$ cat config.mk
export PLATFORM = sky130hd
export DESIGN_NAME = pbg_port_b
export DESIGN_NICKNAME = d
export VERILOG_FILES = /design/src/core/pbg_pkg.sv /design/src/core/pbg_chg_if.sv /design/src/core/pbg_port_b.sv /design/src/core/pbg_change_detect.sv
export SDC_FILE = /design/constraint.sdc
export NUM_CORES = 1
export LEC_CHECK = 0
export ABC_AREA = 1
export BUFFER_PORTS_ARGS = -buffer_cell sky130_fd_sc_hd__buf_2
export CAP_MARGIN = 30
export CELL_PAD_IN_SITES_DETAIL_PLACEMENT = 2
export CELL_PAD_IN_SITES_GLOBAL_PLACEMENT = 2
export CORE_ASPECT_RATIO = 1.25
export CORE_MARGIN = 8
export CORE_UTILIZATION = 25
export CTS_CLUSTER_SIZE = 8
export DETAILED_ROUTE_END_ITERATION = 12
export HOLD_SLACK_MARGIN = 0.1
export PLACE_DENSITY_LB_ADDON = 0.1
export SKIP_CTS_REPAIR_TIMING = 1
export SLEW_MARGIN = 15
export SYNTH_ARGS = -nofsm -noshare
export SYNTH_HDL_FRONTEND = slang
export SYNTH_SLANG_ARGS = --single-unit
$ cat constraint.sdc
create_clock -name ref_clk -period 1.3 [get_ports ref_clk]
set_input_delay 0 -clock ref_clk [delete_from_list [all_inputs] [get_ports ref_clk]]
set_output_delay 0 -clock ref_clk [all_outputs]
set_load 0.1 [all_outputs]
$ cat src/core/pbg_pkg.sv
// Shared constants for the port B pin block with change detection
package pbg_pkg;
  // Bus widths
  localparam int ADDR_W = 8;
  localparam int DATA_W = 32;

  // Register byte offsets
  localparam logic [7:0] OFF_PIN    = 8'h00;
  localparam logic [7:0] OFF_DIR    = 8'h04;
  localparam logic [7:0] OFF_LAT    = 8'h08;
  localparam logic [7:0] OFF_INTC   = 8'h10;
  localparam logic [7:0] OFF_INTC2  = 8'h14;
  localparam logic [7:0] OFF_ANSEL  = 8'h18;
  localparam logic [7:0] OFF_PWMSEL = 8'h1c;

  // Field positions
  localparam int FLAG_BIT    = 0;
  localparam int ENABLE_BIT  = 3;
  localparam int PULLDIS_BIT = 7;
  localparam int OSC_LO_PIN  = 2;
  localparam int OSC_HI_PIN  = 3;

  // Reset values
  localparam logic [7:0] DIR_RST    = 8'hff;
  localparam logic [7:0] LAT_RST    = 8'h00;
  localparam logic [7:0] ANSEL_RST  = 8'h0c;
  localparam logic [7:0] PWMSEL_RST = 8'h00;
  localparam logic       PULLDIS_RST = 1'b1;

  // Pins that may carry a PWM channel
  localparam logic [7:0] PWM_PINS = 8'hf3;

  // Bus responses
  localparam logic [1:0] RESP_OKAY   = 2'h0;
  localparam logic [1:0] RESP_SLVERR = 2'h2;
endpackage

$ cat src/core/pbg_chg_if.sv
// Signals between the port block and its change detector
`timescale 1ns/1ps
interface pbg_chg_if;
  logic [3:0] mon;
  logic [3:0] inMask;
  logic       refresh;
  logic [3:0] mismatch;

  modport top (output mon, output inMask, output refresh, input mismatch);
  modport det (input mon, input inMask, input refresh, output mismatch);
endinterface

$ cat src/core/pbg_port_b.sv
// Eight-bit port with direction, latch, pull-ups and change detection
//
// Contract
// - Eight pins, each with own direction bit
// - Direction one floats the pin as input
// - Direction zero drives the latch bit
// - Latch register reads back latch, not pins
// - Shared active-low bit enables all pull-ups
// - Output pins never get a pull-up
// - Pull-ups off after reset
// - After reset pins are inputs, digital except pins two, three per strap
// - Pins two, three analog when strap clear
// - Analog mode blocks digital input only
// - Six pins can carry PWM outputs
// - Detector watches four pins, skips outputs
// - Compare against value caught at access
// - ORed mismatches set the change flag
// - Change flag can wake the device
// - Port access ends mismatch, software clears flag
// - Flag keeps setting while mismatch lasts
// - Flag sets regardless of its enable
`timescale 1ns/1ps
module pbg_port_b (
  // Clock and reset
  input  wire logic                      ref_clk,
  input  wire logic                      rst,
  // AXI4-Lite slave
  input  wire logic [pbg_pkg::ADDR_W-1:0] s_axi_awaddr,
  input  wire logic                      s_axi_awvalid,
  output wire logic                      s_axi_awready,
  input  wire logic [pbg_pkg::DATA_W-1:0] s_axi_wdata,
  input  wire logic [3:0]                s_axi_wstrb,
  input  wire logic                      s_axi_wvalid,
  output wire logic                      s_axi_wready,
  output wire logic [1:0]                s_axi_bresp,
  output wire logic                      s_axi_bvalid,
  input  wire logic                      s_axi_bready,
  input  wire logic [pbg_pkg::ADDR_W-1:0] s_axi_araddr,
  input  wire logic                      s_axi_arvalid,
  output wire logic                      s_axi_arready,
  output wire logic [pbg_pkg::DATA_W-1:0] s_axi_rdata,
  output wire logic [1:0]                s_axi_rresp,
  output wire logic                      s_axi_rvalid,
  input  wire logic                      s_axi_rready,
  // Port pins
  input  wire logic [7:0]                pinIn,
  output wire logic [7:0]                pinOut,
  output wire logic [7:0]                pinOe,
  output wire logic [7:0]                pullupEn,
  // Shared PWM channels, one per pin position
  input  wire logic [7:0]                pwmIn,
  // Neighbouring port
  input  wire logic [1:0]                portAPinIn,
  input  wire logic [1:0]                portADir,
  input  wire logic                      portAAccess,
  // Configuration and system
  input  wire logic                      timerOscPlacementCfg,
  input  wire logic                      memMoveAccess,
  output wire logic                      portChangeFlag,
  output wire logic                      wakeOut
);
  // Bus handshake state
  logic        bvalid_reg;
  logic        bvalid_next;
  logic [1:0]  bresp_reg;
  logic [1:0]  bresp_next;
  logic        rvalid_reg;
  logic        rvalid_next;
  logic [1:0]  rresp_reg;
  logic [1:0]  rresp_next;
  logic [31:0] rdata_reg;
  logic [31:0] rdata_next;

  // Register file state
  logic [7:0]  dir_reg;
  logic [7:0]  dir_next;
  logic [7:0]  lat_reg;
  logic [7:0]  lat_next;
  logic [7:0]  ansel_reg;
  logic [7:0]  ansel_next;
  logic [7:0]  pwmSel_reg;
  logic [7:0]  pwmSel_next;
  logic        pullDisN_reg;
  logic        pullDisN_next;
  logic        flagEn_reg;
  logic        flagEn_next;
  logic        flag_reg;
  logic        flag_next;
  logic        strapPending_reg;
  logic        strapPending_next;

  // Pin side state
  logic [7:0]  pinOut_reg;
  logic [7:0]  pinOut_next;
  logic [7:0]  pinOe_reg;
  logic [7:0]  pinOe_next;
  logic [7:0]  pull_reg;
  logic [7:0]  pull_next;
  logic        wake_reg;
  logic        wake_next;

  // Decode helpers
  logic        wrTake;
  logic        rdTake;
  logic        wrLow;
  logic [7:0]  wByte;
  logic [7:0]  digIn;
  logic        anyMismatch;

  pbg_chg_if chg ();

  // Write address and data are taken together, one write in flight
  assign wrTake = s_axi_awvalid & s_axi_wvalid & ~bvalid_reg;
  assign rdTake = s_axi_arvalid & ~rvalid_reg;
  assign wrLow  = wrTake & s_axi_wstrb[0];
  assign wByte  = s_axi_wdata[7:0];
  assign s_axi_awready = wrTake;
  assign s_axi_wready  = wrTake;
  assign s_axi_arready = rdTake;
  assign s_axi_bvalid  = bvalid_reg;
  assign s_axi_bresp   = bresp_reg;
  assign s_axi_rvalid  = rvalid_reg;
  assign s_axi_rresp   = rresp_reg;
  assign s_axi_rdata   = rdata_reg;

  // Analog selection kills the digital input path only
  assign digIn = pinIn & ~ansel_reg;

  // Write response next state; unmapped offsets answer with an error
  always_comb begin
    bvalid_next = bvalid_reg;
    bresp_next  = bresp_reg;
    if (wrTake) begin
      bvalid_next = 1'b1;
      unique case (s_axi_awaddr)
        pbg_pkg::OFF_PIN, pbg_pkg::OFF_DIR, pbg_pkg::OFF_LAT, pbg_pkg::OFF_INTC,
        pbg_pkg::OFF_INTC2, pbg_pkg::OFF_ANSEL, pbg_pkg::OFF_PWMSEL: begin
          bresp_next = pbg_pkg::RESP_OKAY;
        end
        default: begin
          bresp_next = pbg_pkg::RESP_SLVERR;
        end
      endcase
    end else if (s_axi_bready) begin
      bvalid_next = 1'b0;
    end
  end

  // Read data next state; data is captured at the address handshake
  always_comb begin
    rvalid_next = rvalid_reg;
    rresp_next  = rresp_reg;
    rdata_next  = rdata_reg;
    if (rdTake) begin
      rvalid_next = 1'b1;
      rresp_next  = pbg_pkg::RESP_OKAY;
      rdata_next  = 32'h0;
      unique case (s_axi_araddr)
        pbg_pkg::OFF_PIN:    rdata_next[7:0] = digIn;
        pbg_pkg::OFF_DIR:    rdata_next[7:0] = dir_reg;
        pbg_pkg::OFF_LAT:    rdata_next[7:0] = lat_reg;
        pbg_pkg::OFF_INTC: begin
          rdata_next[pbg_pkg::FLAG_BIT]   = flag_reg;
          rdata_next[pbg_pkg::ENABLE_BIT] = flagEn_reg;
        end
        pbg_pkg::OFF_INTC2:  rdata_next[pbg_pkg::PULLDIS_BIT] = pullDisN_reg;
        pbg_pkg::OFF_ANSEL:  rdata_next[7:0] = ansel_reg;
        pbg_pkg::OFF_PWMSEL: rdata_next[7:0] = pwmSel_reg;
        default:             rresp_next = pbg_pkg::RESP_SLVERR;
      endcase
    end else if (s_axi_rready) begin
      rvalid_next = 1'b0;
    end
  end

  always_ff @(posedge ref_clk) begin
    if (rst) begin
      bvalid_reg <= 1'b0;
      bresp_reg  <= pbg_pkg::RESP_OKAY;
      rvalid_reg <= 1'b0;
      rresp_reg  <= pbg_pkg::RESP_OKAY;
      rdata_reg  <= 32'h0;
    end else begin
      bvalid_reg <= bvalid_next;
      bresp_reg  <= bresp_next;
      rvalid_reg <= rvalid_next;
      rresp_reg  <= rresp_next;
      rdata_reg  <= rdata_next;
    end
  end

  // Register file next state; the strap is caught one cycle after reset
  always_comb begin
    dir_next          = dir_reg;
    lat_next          = lat_reg;
    ansel_next        = ansel_reg;
    pwmSel_next       = pwmSel_reg;
    pullDisN_next     = pullDisN_reg;
    flagEn_next       = flagEn_reg;
    strapPending_next = 1'b0;
    if (strapPending_reg) begin
      ansel_next[pbg_pkg::OSC_LO_PIN] = ~timerOscPlacementCfg;
      ansel_next[pbg_pkg::OSC_HI_PIN] = ~timerOscPlacementCfg;
    end
    if (wrLow) begin
      unique case (s_axi_awaddr)
        pbg_pkg::OFF_PIN:    lat_next = wByte;
        pbg_pkg::OFF_DIR:    dir_next = wByte;
        pbg_pkg::OFF_LAT:    lat_next = wByte;
        pbg_pkg::OFF_INTC:   flagEn_next = wByte[pbg_pkg::ENABLE_BIT];
        pbg_pkg::OFF_INTC2:  pullDisN_next = wByte[pbg_pkg::PULLDIS_BIT];
        pbg_pkg::OFF_ANSEL:  ansel_next = wByte;
        pbg_pkg::OFF_PWMSEL: pwmSel_next = wByte & pbg_pkg::PWM_PINS;
        default:             dir_next = dir_reg;
      endcase
    end
  end

  // Reset leaves all pins as floating inputs with pull-ups off
  always_ff @(posedge ref_clk) begin
    if (rst) begin
      dir_reg          <= pbg_pkg::DIR_RST;
      lat_reg          <= pbg_pkg::LAT_RST;
      ansel_reg        <= pbg_pkg::ANSEL_RST;
      pwmSel_reg       <= pbg_pkg::PWMSEL_RST;
      pullDisN_reg     <= pbg_pkg::PULLDIS_RST;
      flagEn_reg       <= 1'b0;
      strapPending_reg <= 1'b1;
    end else begin
      dir_reg          <= dir_next;
      lat_reg          <= lat_next;
      ansel_reg        <= ansel_next;
      pwmSel_reg       <= pwmSel_next;
      pullDisN_reg     <= pullDisN_next;
      flagEn_reg       <= flagEn_next;
      strapPending_reg <= strapPending_next;
    end
  end

  // Detector hookup; a memory-to-memory move does not refresh the reference
  assign chg.mon    = {portAPinIn, digIn[pbg_pkg::OSC_HI_PIN:pbg_pkg::OSC_LO_PIN]};
  assign chg.inMask = {portADir, dir_reg[pbg_pkg::OSC_HI_PIN:pbg_pkg::OSC_LO_PIN]};
  assign chg.refresh = portAAccess | (~memMoveAccess &
                       ((rdTake & (s_axi_araddr == pbg_pkg::OFF_PIN)) |
                        (wrTake & (s_axi_awaddr == pbg_pkg::OFF_PIN))));
  assign anyMismatch = |chg.mismatch;

  pbg_change_detect u_detect (
    .ref_clk (ref_clk),
    .rst     (rst),
    .chg     (chg)
  );

  // Flag next state; a live mismatch beats a software clear
  always_comb begin
    flag_next = flag_reg;
    if (wrLow && s_axi_awaddr == pbg_pkg::OFF_INTC) begin
      flag_next = wByte[pbg_pkg::FLAG_BIT];
    end
    if (anyMismatch) begin
      flag_next = 1'b1;
    end
  end

  always_ff @(posedge ref_clk) begin
    if (rst) begin
      flag_reg <= 1'b0;
    end else begin
      flag_reg <= flag_next;
    end
  end

  // Pin drivers; PWM overrides latch and direction on its pins
  always_comb begin
    pinOe_next  = ~dir_reg | pwmSel_reg;
    pinOut_next = (lat_reg & ~pwmSel_reg) | (pwmIn & pwmSel_reg);
    pull_next   = {8{~pullDisN_reg}} & ~pinOe_next;
    wake_next   = flag_reg & flagEn_reg;
  end

  // Pins are registered so they change cleanly one cycle after control
  always_ff @(posedge ref_clk) begin
    if (rst) begin
      pinOe_reg  <= 8'h00;
      pinOut_reg <= 8'h00;
      pull_reg   <= 8'h00;
      wake_reg   <= 1'b0;
    end else begin
      pinOe_reg  <= pinOe_next;
      pinOut_reg <= pinOut_next;
      pull_reg   <= pull_next;
      wake_reg   <= wake_next;
    end
  end

  assign pinOe          = pinOe_reg;
  assign pinOut         = pinOut_reg;
  assign pullupEn       = pull_reg;
  assign wakeOut        = wake_reg;
  assign portChangeFlag = flag_reg;
endmodule

$ cat src/core/pbg_change_detect.sv
// Reference latch and per-pin mismatch for the change detector
`timescale 1ns/1ps
module pbg_change_detect (
  // Clock and reset
  input wire logic ref_clk,
  input wire logic rst,
  // Detector link
  pbg_chg_if.det   chg
);
  logic [3:0] ref_reg;
  logic [3:0] ref_next;

  // Reference is refreshed by every qualifying port access
  always_comb begin
    ref_next = chg.refresh ? chg.mon : ref_reg;
  end

  always_ff @(posedge ref_clk) begin
    if (rst) begin
      ref_reg <= 4'h0;
    end else begin
      ref_reg <= ref_next;
    end
  end

  // Output-configured pins never mismatch
  assign chg.mismatch = (chg.mon ^ ref_reg) & chg.inMask;
endmodule

[Word-level counts from Yosys, hierarchy flattened]
Cells that the tools add are included.
Word-level totals
  memory bits (writable): 0
  register bits after elaboration: 77
  memory bits (read-only): 0
  memories kept: 0
  bits in latches: 0
  logic and storage cells: 91
  output and inout bits: 67
  input bits: 82
Cells by class
  reductions and logical operators: 16
  multiply operators: 0
  $lt $le $gt $ge: 0
  eq/ne operators: 12
  div/mod/pow operators: 0
  mux-type cells: 17
  shift-type cells: 0
  $add $sub $neg: 0
  bitwise operators: 27
Operators by type and width (count)
  8-bit by 5-bit equality test with 1-bit output (second input constant): 8
  8-bit AND: 4
  8-bit NOT: 4
  8-bit by 3-bit equality test with 1-bit output (second input constant): 2
  8-bit by 4-bit equality test with 1-bit output (second input constant): 2
  8-bit logical NOT: 2
  8-bit bitwise OR: 2
  3-bit case mux with 5 select lines: 1
  7-bit OR reduction: 2
  1-bit case mux with 6 select lines: 2
  2-bit AND reduction: 6
  2-bit case mux with 5 select lines: 1
  1-bit AND: 8
  4-bit 2-to-1 mux: 2
  1-bit 2-to-1 mux: 7
  2-bit 2-to-1 mux: 3
  2-bit nonzero test: 3
  1-bit NOT: 5
  1-bit case mux with 5 select lines: 1
  4-bit AND: 1
  4-bit OR reduction: 1
  4-bit bitwise XOR: 1
  1-bit bitwise OR: 2
  2-bit OR reduction: 1
  1-bit logical AND: 1

[Depth between registers and ports, before layout]
Gate-level depths: netlist of the first run.
  word-level depth: 6
  mapped depth: 10
  gate-level depth less buffers: 10

[Modules after synthesis]
A second synthesis of the first run with hierarchy kept.
Unflattened totals
  cell total of the unflattened synthesis: 486
  area, all modules: 3512.1 um^2
Modules (own cells, without submodules)
  pbg_port_b: cells each 444, seq. area each 1421.4 um^2, area an instance 3279.4 um^2, instances 1
  pbg_change_detect: cells each 42, seq. area each 80.1 um^2, area an instance 232.7 um^2, instances 1

[Least setup slack after synthesis of the first run]
No wires, ideal clock.
  path type: reg-to-reg
  start: reg rvalid_reg, in the netlist s_axi_rvalid
  end: reg rdata_reg[0], in the netlist s_axi_rdata[0]
  setup slack: -1.138 ns
  setup time: 0.070 ns
  period minus slack after synthesis: 2.438 ns
  arrival: 2.368 ns
  cell stages (with the launch flop): 5
  buffers on the path: 1
  data required time: 1.230 ns
  cells stage by stage: dfxtp_1 nor2_4 clkbuf_1 o21ai_0 a21oi_2
On the way
  word-level cells in the longest chain between the ends: 2
RTL lines
  from (decl): RTL line pbg_port_b.sv:67  | logic rvalid_reg;
  from (signal assigned): RTL line pbg_port_b.sv:186  | rvalid_reg <= rvalid_next;
  1-bit NOT: RTL line pbg_port_b.sv:114  | assign rdTake = s_axi_arvalid & ~rvalid_reg;
  1-bit AND: RTL line pbg_port_b.sv:114
  net s_axi_arready: RTL line pbg_port_b.sv:40  | output wire logic s_axi_arready,
  to (signal assigned): RTL line pbg_port_b.sv:188  | rdata_reg <= rdata_next;
  to (decl): RTL line pbg_port_b.sv:71  | logic [31:0] rdata_reg;
The timed path passes the listed nets, and every way through them passes these cells.
A chain may end at the register's enable or synchronous reset.

[Worst setup path in the final report of the first run]
  start: reg rvalid_reg, in the netlist s_axi_rvalid
  end: out s_axi_arready
On the way
  word-level cells in the longest chain between the ends: 2
RTL lines (RTL line)
  1-bit NOT: pbg_port_b.sv:114
  1-bit AND: pbg_port_b.sv:114
  to (decl): pbg_port_b.sv:40
No other way between the ends.

==> flow_metrics.py, run 1 <==
metrics = {
    "final_layout": {
        "n_fill_cell": 1648,
        "final_area_mm2": 0.00482,
        "antennaDiodeCount": 0,
        "area_growth_pct": 36.7,
        "nets": 688,
        "drive_above_1_share_pct": 29.8,
        "post-route-util_pct": 34.9,
    },
    "worst_hold_path": {
        "worstHoldPathType": "input pin to flop",
        "hold_path_startpoint": "pinIn[0]",
    },
    "floorplan": {
        "num_rows": 48,
        "dieHeight_um": 149,
        "coreArea_mm2": 0.0138,
        "initial_core_util_pct": 25.5,
        "die_w_um": 122,
        "ios": 149,
        "dieArea_mm2": 0.0182,
    },
    "cts": {
        "clock_path_buffers": 2,
        "numCtsBuffers": 9,
        "cts_max_level": 3,
        "clk_latency_ps": 340,
        "cts.sinks": 75,
        "cts_tree": "yes",
        "cts_root_buf": "clkbuf_16",
        "clk_pin_slew_worst_paths_ps": 60,
    },
    "logic_synthesis": {
        "synth_top_cell_area_share_pct": 42.6,
        "synth_commonest_cells": "nand2_1 (76), dfxtp_1 (75), nor2_1 (64), inv_1 (51), o21ai_0 (38)",
        "ys.flop_type": "dfxtp_1",
        "ys_seq_area_share_pct": 42.6,
        "yosysMostFrequentCell": "nand2_1",
        "synth-simple-area-share_pct": 29.6,
        "yosys.area_share.adder_pct": 0,
        "synth.distinct_cells": 35,
        "netlist_area_mm2": 0.00353,
        "synthXorXnorAreaFrac_pct": 0,
        "synthCells": 473,
        "async_flop_share_pct": 0,
        "synth_compound_area_share_pct": 14.3,
        "synth_top_family_by_area": "simple AND/OR/NAND/NOR gates",
        "synth_edf_count": 0,
        "synth_area_leaders": "dfxtp_1 (43%), nand2_1 (8.1%), nor2_1 (6.8%)",
        "yosysTopAreaCell": "dfxtp_1",
        "ys.warnings.count": 0,
        "synth_seq_cells": 75,
        "synth.avg_cell_area_um2": 7.45,
        "synthMuxAreaShare_pct": 0,
    },
    "sta": {
        "clock_skew_ps": 7.99,
        "slew_viol_final": 0,
        "fin_crit_ps": 1250,
        "min_period_over_period_pct": 96.5,
        "fmax_mhz": 797,
        "rsz0062_at_grt": "yes",
        "holdWs_ps": 81.9,
        "final_hold_viol_count": 0,
        "setup_viol": 0,
    },
    "worst_setup_path": {
        "crit_family": "buffers and inverters",
        "worst-setup-path-type": "flop to primary output",
        "worst_path_max_delay_cell": "dfxtp_4",
        "required_ps": 1300,
        "crit_top_cell": "buf_6",
        "crit_path_start": "s_axi_rvalid",
        "rr_startpoint": "s_axi_bvalid",
        "arrival_ps": 1250,
        "path_buf_inv": 3,
        "crit_path_start_kind": "flop",
        "path_cells": "nor2_4 > buf_6 > buf_6 > buf_12",
        "slowest_delay_ps": 350,
        "crit_fanout": 8,
        "cp-end-kind": "primary output",
    },
    "detailed_routing": {
        "postRouteAntennaNets": 0,
        "wl_met2_um": 7110,
        "wirelength_met1_um": 4870,
        "routed_wl_um": 12600,
        "wl_per_cell_um": 16.1,
        "vias": 3489,
        "drt_iter0_drc": 105,
        "wl_met3_um": 531,
        "drtPass1Iterations": 4,
        "drc_errors": 0,
        "top_layer": "met4",
        "vias_per_cell": 4.44,
    },
    "power": {
        "power.internal_w": 0.00405,
        "switchingPower_w": 0.00199,
        "p_comb_share_pct": 18.5,
        "clkPwrFrac_pct": 42.2,
        "vdd_drop_max_uv": 717,
        "seq_power_share_pct": 39.3,
        "powerDensity_mw_per_mm2": 1250,
        "total_power_w": 0.00604,
        "power_leakage_nw": 2.37,
        "power_switching_share_pct": 32.9,
    },
    "grt": {
        "grt_first_pass_wirelength_um": 19700,
        "grt_usage_pct": 14.0,
        "first_global_vias": 3832,
        "grt_max_degree": 25,
        "antenna_found_initial": 0,
        "grt-ovfl-total": 0,
    },
    "placement": {
        "io_buffers": 93,
        "placed_area_mm2": 0.00423,
        "dpl.hpwl_um": 9910,
        "gp_congestion": 0.746,
    },
    "run_status": {
        "outcome": "finished, final reports clean",
    },
    "flow_run": {
        "cap_violations": 0,
    },
}
-- path summary, 6_finish.rpt --
path,depth (start not counted),slack [ps],to
setup reg to reg,9,70,u_detect.ref_reg[1]
hold reg to reg,2,450,pinOut[2]
hold / removal,5,80,s_axi_rdata[0]
setup / recovery,4,50,s_axi_arready
-- stage by stage --
step	setup TNS [ps]	std cells	worst slack, ps
final	0	786	45.4
after global routing	-31.2	786	-19.5
after detailed placement	0	746	28.8
after floorplan	-12820	498	-472
after CTS	-105	762	-105
after global placement	0	746	79.6
-- power groups by stage --
stage	registers [W]	clock network [W]	logic (W)
3_3_place_gp	0.00242	0	0.00104
4_1_cts	0.00237	0.00264	0.00106
3_5_place_dp	0.00242	0	0.00105
6_report	0.00237	0.00255	0.00111
5_1_grt	0.00238	0.00273	0.00118
2_1_floorplan	0.00261	0	0.000659
-- cell usage in the layout, fill, tap and decap left out, drive strengths merged, types with 2 or more instances in the layout --
cell / synthesis / routed
buf: 31 / 112
nand2: 88 / 88
nor2: 78 / 78
dfxtp: 75 / 75
inv: 55 / 57
o21ai: 51 / 51
a21oi: 36 / 36
conb: 1 / 26
nand3: 25 / 25
dlygate4sd3: 0 / 22
clkbuf: 6 / 10
nor3: 7 / 7
o211ai: 6 / 6
nand4: 4 / 4
nand3b: 4 / 4
clkinv: 1 / 3
or2: 2 / 2
clkinvlp: 0 / 2
-- final cells by class --
class	count	area, um^2	share of cell area [%]
inverters	56	220	4.57
clock buffers	10	250	5.19
multi-input cells	330	1680	34.8
flip-flops and latches	75	1520	31.4
well taps	175	219	4.54
clock inverters	6	55.1	1.14
repair buffers	134	881	18.3
-- metal layers --
layer | track usage (%) | vias to the layer above
met5 | 0 | -
li1 | - | 1731
met1 | 14.6 | 1682
met4 | 4.03 | 0
met3 | 3.37 | 7
met2 | 26.9 | 69
-- cell families (layout without fill, tap and decap cells) --
logic type,Yosys count,count (layout)
AND/OR/NAND/NOR,209,209
AO/OA/AOI/OAI,95,95
buffers and inverters,93,206
flip-flops,75,75
other,1,26
-- worst min-delay path, stage by stage --
cell and delay, ps:
buf_2 90, nand3_1 70, nand2_1 70, nor2_1 50, a21oi_2 100
Note: power is estimated with default switching activity, not from simulation.
==> run 2: changes to the inputs <==
Settings changed: CORE_ASPECT_RATIO 1.25 to default.
==> run 2 against run 1 <==
Against the previous run:
- sequential cell count stayed put
- via count up 1.2%
- clock power about the same
- hold slack worse by 19 ps
- register-to-register slack barely moved
- core utilization up 0.40 points
- combinational power barely moved
- non-clock buffer count grew 3
- total power is essentially flat
- maximum frequency is 1.8% higher
- final cell count up 0.89%
- largest cell class unchanged
==> flow_metrics.py, run 2 (synthesis gave the netlist of run 1 again) <==
metrics = {
    "run_status": {
        "outcome": "finished, final reports clean",
    },
    "final_layout": {
        "layout_commonest_cell": "buf_2",
        "antennaDiodeCount": 0,
        "post-route-util_pct": 35.3,
        "layout_common_cells": "buf_2 (90), nand2_1 (76), dfxtp_1 (69)",
        "final_cells": 793,
        "drive_above_1_share_pct": 28.1,
        "n_fill_cell": 1625,
        "area_growth_pct": 38.4,
        "nets": 691,
    },
    "placement": {
        "post-place-ws_ps": -0.977,
        "gp_congestion": 0.769,
        "placed_cells": 750,
        "io_buffers": 93,
        "dpl.hpwl_um": 9740,
    },
    "floorplan": {
        "dieHeight_um": 135,
        "dieArea_mm2": 0.0182,
        "initial_core_util_pct": 25.5,
        "ios": 149,
        "die_w_um": 135,
        "num_rows": 43,
        "coreArea_mm2": 0.0138,
    },
    "sta": {
        "rsz0062_at_grt": "yes",
        "min_period_over_period_pct": 94.8,
        "fmax_mhz": 811,
        "holdWs_ps": 62.9,
        "layout_setup_ws_ps": 67.1,
        "fin_crit_ps": 1230,
        "clock_skew_ps": 4.60,
        "final_hold_viol_count": 0,
        "slew_viol_final": 0,
        "setup_viol": 0,
    },
    "worst_setup_path": {
        "crit_path_start_kind": "flop",
        "cp-end-kind": "flop",
        "worst_path_max_delay_cell": "dfxtp_4",
        "required_ps": 1520,
        "slowest_delay_ps": 360,
        "path_buf_inv": 2,
        "path_cells": "nor2_4 > nand2_2 > clkinv_4 > nand3_4 > buf_12 > o21ai_0 > a21oi_1",
        "crit_family": "flip-flops",
        "arrival_ps": 1460,
        "worst-setup-path-type": "flop to flop",
        "crit_fanout": 6,
    },
    "cts": {
        "numCtsBuffers": 9,
        "cts.sinks": 75,
        "clk_pin_slew_worst_paths_ps": 60,
        "clk_latency_ps": 340,
        "cts_max_level": 3,
        "cts_root_buf": "clkbuf_16",
        "cts_tree": "yes",
        "clock_path_buffers": 2,
    },
    "power": {
        "power_leakage_nw": 2.41,
        "powerDensity_mw_per_mm2": 1240,
        "total_power_w": 0.00603,
        "switchingPower_w": 0.00191,
        "p_comb_share_pct": 18.6,
        "seq_power_share_pct": 39.4,
        "power.internal_w": 0.00412,
        "clkPwrFrac_pct": 42.0,
        "vdd_drop_max_uv": 623,
        "power_switching_share_pct": 31.6,
    },
    "worst_hold_path": {
        "worstHoldPathType": "input pin to flop",
    },
    "detailed_routing": {
        "vias_per_cell": 4.45,
        "postRouteAntennaNets": 0,
        "wl_per_cell_um": 16.3,
        "drtPass1Iterations": 4,
        "drc_errors": 0,
        "routed_wl_um": 13000,
        "vias": 3532,
        "drt_iter0_drc": 141,
    },
    "grt": {
        "grt_max_degree": 46,
        "grt_first_pass_wirelength_um": 20100,
        "first_global_vias": 3789,
        "grt_usage_pct": 14.4,
        "grt-ovfl-total": 0,
        "antenna_found_initial": 0,
    },
    "flow_run": {
        "cap_violations": 0,
    },
}
## run 2: metal layers
metal  global-route usage, %  share of wire (%)  wire, um
met5                       0                  0         0
met1                    16.3                 43      5590
met3                    3.12                3.9       506
met2                    25.2                 51      6600
met4                    6.55                2.1       267
## run 2: final timing paths
path	startpoint	to	slack, ps	depth (start not counted)
max reg2reg	s_axi_bvalid	pwmSel_reg[1]	70	7
min	timerOscPlacementCfg	ansel_reg[2]	60	6
min reg2reg	pwmSel_reg[0]	pullupEn[0]	440	1
max	s_axi_bvalid	pwmSel_reg[1]	70	7
## run 2: final cells by class
| class | count | area, um^2 | share of cell area, % |
|---|---|---|---|
| multi-input cells | 330 | 1660 | 34.0 |
| flip-flops and latches | 75 | 1510 | 31.0 |
| repair buffers | 137 | 961 | 19.7 |
| clock buffers | 12 | 279 | 5.72 |
| well taps | 180 | 225 | 4.62 |
| inverters | 56 | 220 | 4.51 |
| clock inverters | 3 | 18.8 | 0.385 |
## run 2: worst reg2reg max path: cells and delay by family, from the launching register on
kind / cells / cell delay (ps)
compound gates: 2 / 200
buf+inv: 2 / 280
flops: 1 / 360
simple gates: 3 / 280
## run 2: power by group through the flow
stage | sequential (W) | clock, W | combinational [W]
2_1_floorplan | 0.00261 | 0 | 0.000659
3_3_place_gp | 0.00242 | 0 | 0.00105
3_5_place_dp | 0.00243 | 0 | 0.00106
4_1_cts | 0.00238 | 0.00260 | 0.00107
5_1_grt | 0.00238 | 0.00270 | 0.00119
6_report | 0.00237 | 0.00253 | 0.00112
## run 2: stage by stage
step	TNS, ps	cell area, um^2
2_1_floorplan	-12820	3650
3_3_place_gp	0	4270
3_5_place_dp	-0.977	4270
4_1_cts	-33.8	4570
5_1_grt	-105	4880
6_report	0	4880
